[config.mk]
export PLATFORM = sky130hd
export DESIGN_NAME = supply_supervisor
export DESIGN_NICKNAME = d
export VERILOG_FILES = /design/src/supsup_pkg.sv /design/src/supply_supervisor.sv
export VERILOG_INCLUDE_DIRS = /design/src
export SDC_FILE = /design/constraint.sdc
export NUM_CORES = 1
export LEC_CHECK = 0
export BUFFER_PORTS_ARGS = -buffer_cell sky130_fd_sc_hd__buf_2
export CORE_AREA = 2 2 121 123
export CTS_CLUSTER_SIZE = 14
export DETAILED_ROUTE_END_ITERATION = 12
export DIE_AREA = 0 0 123 125
export PLACE_DENSITY = 0.65
export SLEW_MARGIN = 20
export SYNTH_ARGS = -nofsm -noshare
export SYNTH_HDL_FRONTEND = slang
export SYNTH_SLANG_ARGS = --single-unit
[constraint.sdc]
create_clock -name I_REF_CLK -period 4.8 [get_ports I_REF_CLK]
set_input_delay 0.24 -clock I_REF_CLK [delete_from_list [all_inputs] [get_ports I_REF_CLK]]
set_output_delay 0.24 -clock I_REF_CLK [all_outputs]
set_load 0.01 [all_outputs]
[src/supsup_cfg.svh]
// timing and counter-width constants for the supply supervisor
`ifndef SUPSUP_CFG_SVH
`define SUPSUP_CFG_SVH
`define CLK_HZ            10000000
`define RST_HOLD_MS       140
`define KICK_TIMEOUT_MS   1600
`define CS_HOLD_NS        1000
`define DEBOUNCE_US       1000
`define RST_HOLD_CYC      ((`CLK_HZ / 1000) * `RST_HOLD_MS)
`define KICK_TIMEOUT_CYC  ((`CLK_HZ / 1000) * `KICK_TIMEOUT_MS)
`define CS_HOLD_CYC       ((`CS_HOLD_NS * (`CLK_HZ / 1000000) + 999) / 1000)
`define DEBOUNCE_CYC      ((`CLK_HZ / 1000000) * `DEBOUNCE_US)
`define CNT_W             24
`define CS_W              8
`endif

[src/supsup_pkg.sv]
// types for the supply supervisor
package supsup_pkg;
  typedef enum logic [1:0] {
    CS_PASS  = 2'b00,
    CS_DRAIN = 2'b01,
    CS_BLOCK = 2'b10
  } cs_state_t;

  typedef struct packed {
    logic supply_ok;
    logic manual_reset_n;
    logic aux_monitor_in;
    logic powerfail_sense_in;
    logic wdog_kick_in;
    logic chip_sel_in_n;
    logic supply_above_backup;
    logic backup_above_supply_40mv;
  } pin_in_t;
endpackage : supsup_pkg

[src/supply_supervisor.sv]
// supply supervisor: reset generation, watchdog, power-fail, backup switch, chip-select gating
`timescale 1ns/1ps
`include "supsup_cfg.svh"

// Notes on behaviour
// - reset low while supply below trip, manual reset low or aux monitor low.
// - reset held for the hold time after every cause is removed.
// - kick static past the timeout fires a reset pulse of hold-time length.
// - watchdog cleared by reset and by either edge of the kick input.
// - processor toggles or pulses kick; any change restarts the watchdog.
// - static kick repeats reset pulses after each further timeout.
// - power-fail warning low while sensed level is under threshold.
// - power-fail warning forced low while supply is below trip.
// - aux monitor low asserts reset, held for hold time after recovery.
// - rail from main supply when above trip or above battery, else battery.
// - battery needs 40mV margin to take over; returns when supply above battery.
// - backup mode asserts reset and warning, ignores inputs, chip-select high.
// - no start-up from battery alone; rail first powered from main supply.
// - gated chip-select low only when input low and reset not asserted, or during the 1us drain at reset start.
// - input high at reset start keeps gated output high all reset.
// - input low at reset start holds output low 1us, then high.
// - disconnected chip-select path drives output high.
// - manual reset input debounced internally.
// - open manual reset input reads inactive high.
// - reset output push-pull or open-drain, chosen at build time.
module supply_supervisor #(
  parameter int unsigned RST_HOLD_CYC     = `RST_HOLD_CYC,
  parameter int unsigned KICK_TIMEOUT_CYC = `KICK_TIMEOUT_CYC,
  parameter int unsigned CS_HOLD_CYC      = `CS_HOLD_CYC,
  parameter int unsigned DEBOUNCE_CYC     = `DEBOUNCE_CYC,
  parameter bit          OPEN_DRAIN       = 1'b0
) (
  input  wire logic              I_REF_CLK,
  input  wire logic              I_ARST_N,
  input  wire logic              i_CLK_EN,
  input  wire supsup_pkg::pin_in_t i_PINS,
  output logic                   o_RESET_N,
  output logic                   o_RESET_OE,
  output logic                   o_POWERFAIL_WARN_N,
  output logic                   o_BACKUP_ACTIVE,
  output logic                   o_RAIL_FROM_MAIN,
  output logic                   o_CHIP_SEL_GATED_N
);

  // ----------------------------------------------------------------
  // input synchronisers
  // ----------------------------------------------------------------
  supsup_pkg::pin_in_t meta_q;
  supsup_pkg::pin_in_t sync_q;
  logic                kick_prev_q;

  always_ff @(posedge I_REF_CLK or negedge I_ARST_N) begin
    if (!I_ARST_N) begin
      // supply taken as low until seen, so reset alone never marks power-up
      meta_q      <= 8'h4a; // manual reset idles high
      sync_q      <= 8'h4a;
      kick_prev_q <= 1'b1; // matches the synchroniser's kick level, no false edge
    end else if (i_CLK_EN) begin
      meta_q      <= i_PINS;
      sync_q      <= meta_q;
      kick_prev_q <= sync_q.wdog_kick_in;
    end
  end

  // ----------------------------------------------------------------
  // backup switchover with hysteresis
  // ----------------------------------------------------------------
  logic powered_q;
  logic backup_q;
  wire  go_backup = !sync_q.supply_ok && sync_q.backup_above_supply_40mv;
  wire  go_main   = sync_q.supply_ok || sync_q.supply_above_backup;

  always_ff @(posedge I_REF_CLK or negedge I_ARST_N) begin
    if (!I_ARST_N) begin
      powered_q <= 1'b0;
      backup_q  <= 1'b0;
    end else if (i_CLK_EN) begin
      if (sync_q.supply_ok) begin
        powered_q <= 1'b1; // first power only from main supply
      end
      if (!powered_q) begin
        backup_q <= 1'b0;
      end else if (backup_q && go_main) begin
        backup_q <= 1'b0;
      end else if (!backup_q && go_backup) begin
        backup_q <= 1'b1;
      end
    end
  end

  // ----------------------------------------------------------------
  // manual reset debounce
  // ----------------------------------------------------------------
  logic [`CNT_W-1:0] deb_cnt_q;
  logic              mr_clean_n_q;
  wire               mr_differs = sync_q.manual_reset_n != mr_clean_n_q;
  wire               deb_done   = deb_cnt_q >= (`CNT_W)'(DEBOUNCE_CYC - 1);

  always_ff @(posedge I_REF_CLK or negedge I_ARST_N) begin
    if (!I_ARST_N) begin
      deb_cnt_q    <= '0;
      mr_clean_n_q <= 1'b1;
    end else if (i_CLK_EN) begin
      if (!mr_differs) begin
        deb_cnt_q <= '0;
      end else if (deb_done) begin
        deb_cnt_q    <= '0;
        mr_clean_n_q <= sync_q.manual_reset_n;
      end else begin
        deb_cnt_q <= deb_cnt_q + (`CNT_W)'(1);
      end
    end
  end

  // ----------------------------------------------------------------
  // reset causes and hold timer
  // ----------------------------------------------------------------
  logic [`CNT_W-1:0] wd_cnt_q;
  logic [`CNT_W-1:0] hold_cnt_q;
  logic              rst_q;

  wire in_gate    = !backup_q; // inputs ignored in backup
  wire mr_low     = in_gate && !mr_clean_n_q;
  wire aux_low    = in_gate && !sync_q.aux_monitor_in;
  wire cause_lvl  = !sync_q.supply_ok || mr_low || aux_low || backup_q;
  wire kick_edge  = in_gate && (sync_q.wdog_kick_in != kick_prev_q);
  wire wd_expire  = in_gate && !rst_q && (wd_cnt_q >= (`CNT_W)'(KICK_TIMEOUT_CYC - 1));
  wire hold_done  = hold_cnt_q >= (`CNT_W)'(RST_HOLD_CYC - 1);

  always_ff @(posedge I_REF_CLK or negedge I_ARST_N) begin
    if (!I_ARST_N) begin
      rst_q      <= 1'b1;
      hold_cnt_q <= '0;
    end else if (i_CLK_EN) begin
      if (cause_lvl || wd_expire) begin
        rst_q      <= 1'b1;
        hold_cnt_q <= '0;
      end else if (rst_q) begin
        if (hold_done) begin
          rst_q <= 1'b0;
        end else begin
          hold_cnt_q <= hold_cnt_q + (`CNT_W)'(1);
        end
      end
    end
  end

  // ----------------------------------------------------------------
  // watchdog timer
  // ----------------------------------------------------------------
  always_ff @(posedge I_REF_CLK or negedge I_ARST_N) begin
    if (!I_ARST_N) begin
      wd_cnt_q <= '0;
    end else if (i_CLK_EN) begin
      if (rst_q || kick_edge || wd_expire) begin
        wd_cnt_q <= '0;
      end else begin
        wd_cnt_q <= wd_cnt_q + (`CNT_W)'(1);
      end
    end
  end

  // ----------------------------------------------------------------
  // chip-select gating
  // ----------------------------------------------------------------
  supsup_pkg::cs_state_t cs_q;
  logic [`CS_W-1:0]      cs_cnt_q;
  logic                  cs_out_n_q;
  logic                  rst_prev_q;
  wire                   rst_rise = rst_q && !rst_prev_q;
  wire                   cs_in_n  = sync_q.chip_sel_in_n || backup_q;
  wire                   cs_done  = cs_cnt_q >= (`CS_W)'(CS_HOLD_CYC - 1);

  always_ff @(posedge I_REF_CLK or negedge I_ARST_N) begin
    if (!I_ARST_N) begin
      cs_q       <= supsup_pkg::CS_BLOCK;
      cs_cnt_q   <= '0;
      cs_out_n_q <= 1'b1;
      rst_prev_q <= 1'b1;
    end else if (i_CLK_EN) begin
      rst_prev_q <= rst_q;
      case (cs_q)
        supsup_pkg::CS_PASS: begin
          if (rst_rise && !cs_out_n_q && !backup_q) begin
            cs_q     <= supsup_pkg::CS_DRAIN;
            cs_cnt_q <= '0;
          end else if (rst_q) begin
            cs_q       <= supsup_pkg::CS_BLOCK;
            cs_out_n_q <= 1'b1;
          end else begin
            cs_out_n_q <= cs_in_n;
          end
        end
        supsup_pkg::CS_DRAIN: begin
          if (cs_done || backup_q) begin
            cs_q       <= supsup_pkg::CS_BLOCK;
            cs_out_n_q <= 1'b1;
          end else begin
            cs_cnt_q <= cs_cnt_q + (`CS_W)'(1);
          end
        end
        supsup_pkg::CS_BLOCK: begin
          cs_out_n_q <= 1'b1; // disconnected path driven high
          if (!rst_q) begin
            cs_q <= supsup_pkg::CS_PASS;
          end
        end
        default: begin
          cs_q       <= supsup_pkg::CS_BLOCK;
          cs_out_n_q <= 1'b1;
        end
      endcase
    end
  end

  // ----------------------------------------------------------------
  // power-fail warning and outputs
  // ----------------------------------------------------------------
  logic pfw_n_q;

  always_ff @(posedge I_REF_CLK or negedge I_ARST_N) begin
    if (!I_ARST_N) begin
      pfw_n_q <= 1'b0;
    end else if (i_CLK_EN) begin
      pfw_n_q <= sync_q.powerfail_sense_in && sync_q.supply_ok && !backup_q;
    end
  end

  assign o_RESET_N          = OPEN_DRAIN ? 1'b0 : !rst_q;
  assign o_RESET_OE         = OPEN_DRAIN ? rst_q : 1'b1;
  assign o_POWERFAIL_WARN_N = pfw_n_q;
  assign o_BACKUP_ACTIVE    = backup_q;
  assign o_RAIL_FROM_MAIN   = powered_q && !backup_q;
  assign o_CHIP_SEL_GATED_N = cs_out_n_q;

endmodule : supply_supervisor

# ---- After elaboration in Yosys (flattened, before gate mapping)
# Index checks and enable logic that the tools add are counted.
# Widths: inputs -> output; s select.
dict set report totals {
  regBits 106
  input_bits 11
  word_cells 113
}
dict set report op_classes {
  addsub 4
  n_lt_le_gt_ge 4
  n_eq_ne 12
  n_mux 24
  reduce_logical 40
}
# operator n
set ops {}
lappend ops {{$mux 24} 6}
lappend ops {{$add 24x1->24 const B} 3}
lappend ops {{$ge 24x14->1 const B} 1}
lappend ops {{$ge 24x21->1 const B} 1}
lappend ops {{$ge 24x24->1 const B} 1}
lappend ops {{$mux 8} 2}
lappend ops {{$pmux 8 s2} 1}
lappend ops {{$logic_and 1x1->1} 14}
lappend ops {{$ne 2x2->1 const B} 5}
lappend ops {{$logic_or 1x1->1} 9}
lappend ops {{$mux 1} 9}
lappend ops {{$reduce_and 3->1} 3}
lappend ops {{$add 8x1->8 const B} 1}
lappend ops {{$ge 8x4->1 const B} 1}
lappend ops {{$mux 2} 4}
lappend ops {{$reduce_and 4->1} 2}
lappend ops {{$logic_not 1->1} 7}
lappend ops {{$pmux 2 s3} 1}
lappend ops {{$reduce_and 2->1} 2}
lappend ops {{$reduce_bool 2->1} 2}
lappend ops {{$ne 3x1->1 const B} 1}
lappend ops {{$ne 3x3->1 const B} 1}
lappend ops {{$eq 2x1->1 const B} 1}
lappend ops {{$eq 2x2->1 const B} 1}
lappend ops {{4 further kinds} 5}

# ---- Depth between registers and ports, before layout
# Gate-level depths: netlist of run 1.
dict set report logic_depth {
  depth_word 8
  mapped_depth 9
}

# ---- Least setup slack after synthesis of run 1
# OpenSTA, ideal clock, no wires.
dict set report synth_timing {
  kind {register to register}
  startpoint {reg hold_cnt_q[0]}
  endpoint {reg hold_cnt_q[13]}
  setup_ns 0.142
  t_arrival_ns 2.061
  slack_ns 2.598
  stages_incl_launch_ff 9
  path_buffers 1
  period_less_slack_ns 2.202
  cell_sequence {dfrtp_1 -> ha_1 -> and3_1 -> and3_1 -> o211ai_1 -> nand2_2 -> buf_2 -> o311ai_0 -> o211ai_1}
}
dict set report synth_via {
  elab_chain_cells 4
  elab_cells_between_ends 7
  classes_between {1 x add/sub; 1 x order compare; 1 x eq/ne; 3 x mux; 1 x reduce/logical}
}
# item line
set synth_rtl {}
lappend synth_rtl {{start, declared} supply_supervisor.sv:119} ;# logic [`CNT_W-1:0] hold_cnt_q;
lappend synth_rtl {{start signal, assigned} supply_supervisor.sv:142} ;# hold_cnt_q <= hold_cnt_q + (`CNT_W)'(1);
lappend synth_rtl {{$add 24x1->24} supply_supervisor.sv:142}
lappend synth_rtl {{$mux 24} supply_supervisor.sv:139} ;# if (hold_done) begin
lappend synth_rtl {{$mux 24} supply_supervisor.sv:138} ;# end else if (rst_q) begin
lappend synth_rtl {{$mux 24} supply_supervisor.sv:135} ;# if (cause_lvl || wd_expire) begin
# Parallel ways exist; a longest one is shown, timed or not. The select of a mux whose other input is x is not followed.
# A chain may end at the register's enable or synchronous reset.

# ---- Worst setup path after layout of run 1
dict set report layout_timing {
  startpoint {reg hold_cnt_q[0]}
  endpoint {reg hold_cnt_q[9]}
}
# Same word-level chain as after synthesis.

==> impl_results.md, run 1 <==
* PortBufs at 15
* Vias in the first global route at 3955
* Clock latency on the worst-skew pair at 350 ps
* Syn Inst Count at 533
* Hold Crit Depth at 2
* Fmax at 0.3963 GHz
* EDFF count, synth at 0
* P per Cell Area at 319.2 nW/um2
* Worst R2R Start: hold_cnt_q[0]
* Total track usage at 14.79%
* Worst Path Required at 5060 ps
* Die height at 125 um
* Htree depth at 3
* Worst VDD drop at 0.2446 mV
* Syn_nets at 550
* Startpoint types: flop
* Hold/Removal Path Class: in2reg
* Layout cells sized above 1 at 14.15%
* CTS resizes at 0
* Total power at 1846 uW
* Dpl cell area at 5500 um2
* Die W at 123 um
* Worst r2r dst: hold_cnt_q[9]
* RSZ-0062 raised after global routing: no
* Max-cap check violation count at 0
* Final Hold Fails at 0
* Slew Viols, Final at 0
* Antenna-violating nets left at 0
* Post-synth cell types at 65
* CP max stage delay at 520 ps
* Vias per Instance at 5.495
* Final WL at 10390 um
* WP data arrival at 2780 ps
* Fin crit share at 52.57%
* Worst-path maximum fanout at 15
* Initial Utilization at 37.24%
* CP endpoint kind: flop
* Pin count of the biggest net entering global routing at 56
* Fin area at 5782 um2
* Sink Count at 106
* CP Class: reg2reg
* Ant diodes at 0
* Clock skew at 8.600 ps
* R2r setup slk at 2280 ps
* Worst R2R Path Depth at 7
* CTS tree: yes
* Area growth, synth to finish at 9.295%
* Worst hold slack at 120.2 ps
* IO Pins at 17
* Via total after detailed routing at 4000
* Synthesized area at 5290 um2
* Pre-antenna DRT Iters at 5
* Half-perimeter wire length after placement at 6951 um
* Least-Margin Pin Slew at 869.4 ps
* Initial drt markers at 289
* Final estimated routing congestion in global placement at 0.8104
* Initial antenna violation count at 0
* Post-Route Setup TNS at 0 ps
* FF+latch count, synth at 106
* Worst min-delay path startpoint: i_PINS[0]
* Clk slew on worst S/H paths at 70 ps
* Leak Pwr at 0.002405 uW
* Status: complete, no violations
* Number of synthesis warnings at 0
* Drt wl/cell at 14.27 um
* Ys async rst share at 100.0%
* Avg Cell Area, Syn at 9.925 um2
* Post-synth top flop: dfrtp_1
* Slew headroom at 41.72%
* Crit-path cells: ha_1 -> and3_1 -> and3_1 -> o211ai_1 -> nand2_2 -> or4_1 -> o211ai_1
* First-pass GRT wire length at 18630 um
* Part of the Yosys area used for sequential elements at 50.43%
* Layout net count at 556
* Period minus WS final at 2524 ps
* Setup Buffers After CTS at 0
* CTS Buffer Depth at 2
* Core Rows at 44
* Core area at 14200 um2
* Clk root buf: clkbuf_16
* Total CTS buffers at 9
* CP startpoint: hold_cnt_q[0]
* Worst Hold End: meta_q[0]
* DRC Markers at 0
* GRT Residual Overflow at 0
* Die ar. at 15380 um2
* Setup-failing EPs final at 0
* Slowest library cell on the worst path: or4_1
## layer usage
metal  wire (um)  GRT usage, %  up-vias
li1            -             -     1940
met1        4904         20.27     2000
met2        5062         23.14       53
met3         328         3.376        7
met4          94         4.947        0
met5           0             0        -
## cell usage in the layout (no fill, tap or decap), types with 6 or more instances in the layout
cell and n:
o311ai_0 11, nor2_1 41, nand4_1 15, a21oi_1 21
and2_1 7, inv_1 24, mux2_2 19, nand3_1 38
clkbuf_16 9, nor3_1 6, o22ai_1 9, dfrtp_1 94
nand2_1 48, or3_1 6, a31oi_1 11, xnor2_1 10
nor2b_1 12, and3_1 14, o21ai_0 14, xor2_1 11
ha_1 6, buf_2 14, dfstp_2 12, nor4_1 9
## sequential cells by signal, summed over array words and instances, names as in the netlist
| name | count |
|---|---|
| cs_cnt_q | 8 |
| o_CHIP_SEL_GATED_N | 1 |
| o_POWERFAIL_WARN_N | 1 |
| powered_q | 1 |
| rst_q | 1 |
| hold_cnt_q | 24 |
| mr_clean_n_q | 1 |
| sync_q | 8 |
| kick_prev_q | 1 |
| o_BACKUP_ACTIVE | 1 |
| cs_q | 2 |
| wd_cnt_q | 24 |
| deb_cnt_q | 24 |
| meta_q | 8 |
| rst_prev_q | 1 |
## per-stage QoR
step / utilization (%) / std cells / worst slack [ps]
2_1_floorplan: - / 533 / 2598
3_3_place_gp: 38.72 / 711 / 2401
3_5_place_dp: 38.72 / 711 / 2284
4_1_cts: 40.71 / 728 / 2286
5_1_grt: 40.71 / 728 / 2107
6_report: 40.71 / 728 / 2276
## layout make-up
| type | count | area, um2 |
|---|---|---|
| clock buffers | 11 | 232.7 |
| clock inverters | 5 | 38.79 |
| fillers | 1401 | 8422 |
| inverters | 25 | 93.84 |
| multi-input cells | 379 | 2416 |
| flip-flops and latches | 106 | 2668 |
| well taps | 184 | 230.2 |
| repair buffers | 18 | 102.6 |
## worst max-delay path by stage
| stage | endpoint | cells after the start |
|---|---|---|
| floorplan | hold_cnt_q[13] | 8 |
| global placement | hold_cnt_q[9] | 7 |
| detailed placement | hold_cnt_q[9] | 7 |
| CTS | hold_cnt_q[9] | 7 |
| global route | hold_cnt_q[9] | 7 |
| finish | hold_cnt_q[9] | 7 |
## report_power, final
| group | internal, uW | leakage, uW | switching, uW |
|---|---|---|---|
| Combinational | 65.0 | 0.000874 | 108 |
| Sequential | 944 | 0.00140 | 38.5 |
| Clock | 356 | 0.000131 | 333 |
## Yosys cell counts, types with 3 or more instances
master / number / area [um2]
nand2b_1: 4 / 25.02
clkbuf_1: 9 / 33.78
o21ai_0: 14 / 70.07
and2_1: 7 / 43.79
xnor2_1: 10 / 87.58
or2_2: 3 / 18.77
o311ai_0: 11 / 96.34
o22ai_1: 9 / 56.30
and3_1: 14 / 87.58
nor3_1: 6 / 30.03
o31a_1: 4 / 35.03
nor2_1: 41 / 153.9
a31oi_1: 11 / 68.82
o211ai_1: 4 / 30.03
nand3_1: 38 / 190.2
mux2_2: 19 / 214.0
a21o_1: 4 / 30.03
or3_1: 6 / 37.54
a21oi_1: 21 / 105.1
ha_1: 6 / 75.07
nand4_1: 15 / 93.84
nand2_1: 48 / 180.2
inv_1: 24 / 90.09
o41ai_1: 3 / 26.28
dfstp_2: 12 / 315.3
buf_2: 6 / 30.03
a41oi_1: 4 / 35.03
a211o_1: 3 / 26.28
and4_1: 5 / 43.79
a22o_1: 4 / 35.03
nor2b_1: 12 / 75.07
dfrtp_1: 94 / 2352
xor2_1: 11 / 96.34
buf_1: 5 / 18.77
nor4_1: 9 / 56.30
## worst max-delay path, delay by kind of cell (launching register included)
family / cells / cell delay, ps
AND/OR/NAND/NOR: 4 / 1240
AO/OA/AOI/OAI: 2 / 570
flip-flops: 1 / 410
adder cells (fa/ha/maj): 1 / 220
## cells by family after synthesis
family | after synthesis | synth area share, %
XOR/XNOR | 21 | 3.477
adder cells (fa/ha/maj) | 6 | 1.419
multiplexers | 22 | 4.707
buffers and inverters | 48 | 3.903
AO/OA/AOI/OAI | 109 | 14.45
AND/OR/NAND/NOR | 220 | 21.55
other | 1 | 0.07089
flip-flops | 106 | 50.43
## what timing repair did
item,in CTS,in global routing
endpoints found under the hold margin,43,0
endpoints found under the setup margin,0,0
hold buffers,1,0
(Power assumes the default switching activity.)
==> run 2, diff against run 1 <==
==> constraint.sdc (replaced) <==
create_clock -name I_REF_CLK -period 2.49 [get_ports I_REF_CLK]
set_input_delay 0.1245 -clock I_REF_CLK [delete_from_list [all_inputs] [get_ports I_REF_CLK]]
set_output_delay 0.1245 -clock I_REF_CLK [all_outputs]
set_load 0.01 [all_outputs]
==> impl_results.md, run 2 (synthesis gave the netlist of run 1 again) <==
* Layout cells sized above 1 at 16.58% (+2.4 points)
* Filler instances at 1365 (-2.6%)
* Total track usage at 14.98% (+0.18 points)
* Ant diodes at 0 (unchanged)
* Hold/Removal Path Class: in2reg
* Sink Count at 106 (unchanged)
* Startpoint types: flop
* Htree depth at 3 (unchanged)
* CTS Buffer Depth at 2 (unchanged)
* GRT Residual Overflow at 0 (unchanged)
* Top flop regs: deb_cnt_q: 24 flops, hold_cnt_q: 24 flops, wd_cnt_q: 24 flops
* M1 WL at 5060 um (+3.2%)
* Clk root buf: clkbuf_16
* Die ar. at 15380 um2 (unchanged)
* WP data arrival at 2600 ps (-180 ps)
* Commonest non-fill, non-tap cell in the layout: dfrtp_1
* Initial drt markers at 230 (-20%)
* Max-cap check violation count at 0 (unchanged)
* Clock skew at 7.919 ps (-0.6804 ps)
* Pre-antenna DRT Iters at 4 (-1)
* IO Pins at 17 (unchanged)
* CP Class: reg2reg
* Final Hold Fails at 0 (unchanged)
* Vias in the first global route at 4224 (+6.8%)
* Setup Buffers After CTS at 0 (unchanged)
* Worst VDD drop at 0.5103 mV (+110%)
* Clock latency on the worst-skew pair at 340 ps (about the same)
* CP endpoint kind: flop
* Worst-path maximum fanout at 15 (unchanged)
* Half-perimeter wire length after placement at 7223 um (+3.9%)
* Final Util at 41.68% (+0.98 points)
* RSZ-0062 raised after global routing: no
* Drt wl/cell at 14.38 um (+0.77%)
* Final WL at 10630 um (+2.3%)
* Fin crit share at 93.96% (+41 points)
* PortBufs at 15 (unchanged)
* Met3 WL at 340 um (+3.7%)
* Die W at 123 um (unchanged)
* Layout net count at 567 (+2.0%)
* Fmax at 0.4274 GHz (+7.9%)
* Antenna-violating nets left at 0 (unchanged)
* Clk slew on worst S/H paths at 70 ps (about the same)
* Period minus WS final at 2340 ps (-184.0 ps)
* Initial antenna violation count at 0 (unchanged)
* First-pass GRT wire length at 19060 um (+2.3%)
* DRC Markers at 0 (unchanged)
* Area growth, synth to finish at 11.92%
* CTS tree: yes
* Vias per Instance at 5.460 (-0.63%)
* Most frequent cells in the layout: dfrtp_1, nand2_1, nor2_1, nand3_1, inv_1
* Slew headroom at 53.97% (+12 points)
* Core area at 14200 um2 (unchanged)
* Final estimated routing congestion in global placement at 0.8100 (about the same)
* Inst Count DP at 722 (+1.5%)
* Core Rows at 44 (unchanged)
* Leak Pwr at 0.002475 uW (+2.9%)
* Least-Margin Pin Slew at 690.5 ps (-179.0 ps)
* Total CTS buffers at 9 (unchanged)
* Setup-failing EPs final at 0 (unchanged)
* Die height at 125 um (unchanged)
* Top Metal Used: met4
* Pin count of the biggest net entering global routing at 56 (unchanged)
* Non-filler cells, final at 739 (+1.5%)
* Status: complete, no violations
* Worst Path Required at 2760 ps (-2300 ps)
* Slew Viols, Final at 0 (unchanged)
* Post-Route Setup TNS at 0 ps (unchanged)
* Routed met2 length at 5031 um (-0.61%)
* Initial Utilization at 37.24% (unchanged)
* P per Cell Area at 627.9 nW/um2 (+97%)
* Worst hold slack at 13.83 ps (-106.4 ps)
* Via total after detailed routing at 4035 (+0.88%)
==> run 2: cell count changes in the layout (fill, tap and decap cells not counted), sizes merged <==
cell / previous run / this run
clkinv: 2 / 1
bufinv: 0 / 1
buf: 17 / 28
inv: 27 / 26
clkinvlp: 1 / 2
==> run 2: per-layer routing <==
layer | global-route usage, % | up-vias
li1 | - | 1970
met1 | 19.86 | 1977
met2 | 24.37 | 70
met3 | 2.555 | 18
met4 | 5.816 | 0
met5 | 0 | -
==> run 2: power by group <==
part | total (uW) | switching [uW] | internal [uW] | leakage (uW)
clock network | 1450 | 637 | 813 | 0.000142
logic | 373 | 220 | 153 | 0.000932
registers | 1890 | 73.9 | 1820 | 0.00140
==> run 2: final timing paths <==
| check | startpoint | end | depth (start not counted) | slack [ps] |
|---|---|---|---|---|
| setup reg to reg | hold_cnt_q[0] | hold_cnt_q[9] | 7 | 150 |
| setup / recovery | hold_cnt_q[0] | hold_cnt_q[9] | 7 | 150 |
| min in group asynchronous | I_ARST_N | cs_cnt_q[2] | 2 | 360 |
| hold reg to reg | hold_cnt_q[22] | hold_cnt_q[22] | 1 | 490 |
| max in group asynchronous | I_ARST_N | meta_q[6] | 3 | 1340 |
| hold / removal | i_PINS[7] | meta_q[7] | 2 | 10 |
==> run 2: worst max-delay path, stage by stage (launching register included) <==
cell and delay (ps):
dfrtp_1 430, ha_1 230, and3_1 220, and3_1 210, o211ai_1 260, nand2_2 240, or4_1 510, o211ai_1 160
==> run 2: area by class of cell <==
| cell class | instances | area (um2) | area share [%] |
|---|---|---|---|
| multi-input combinational | 379 | 2426 | 40.98 |
| sequential | 106 | 2668 | 45.05 |
| clock buffer | 11 | 242.7 | 4.100 |
| tap | 184 | 230.2 | 3.888 |
| timing repair buffer | 29 | 197.7 | 3.339 |
| clock inverter | 5 | 62.56 | 1.057 |
| inverter | 25 | 93.84 | 1.585 |
==> run 2: what timing repair did <==
item | in CTS | in global routing
hold buffers | 1 | 0
endpoints found under the setup margin | 0 | 4
hold endpoints to repair | 47 | 0
gates resized for setup | 0 | 4
==> run 2: stage by stage <==
stage / power (uW) / cell area (um2) / setup slack [ps]
2_1_floorplan: 2142 / 5290 / 287.6
3_3_place_gp: 2281 / 5595 / 220.0
3_5_place_dp: 2305 / 5595 / 121.7
4_1_cts: 3757 / 5911 / 123.9
5_1_grt: 3876 / 5921 / 4.355
6_report: 3718 / 5921 / 150.5
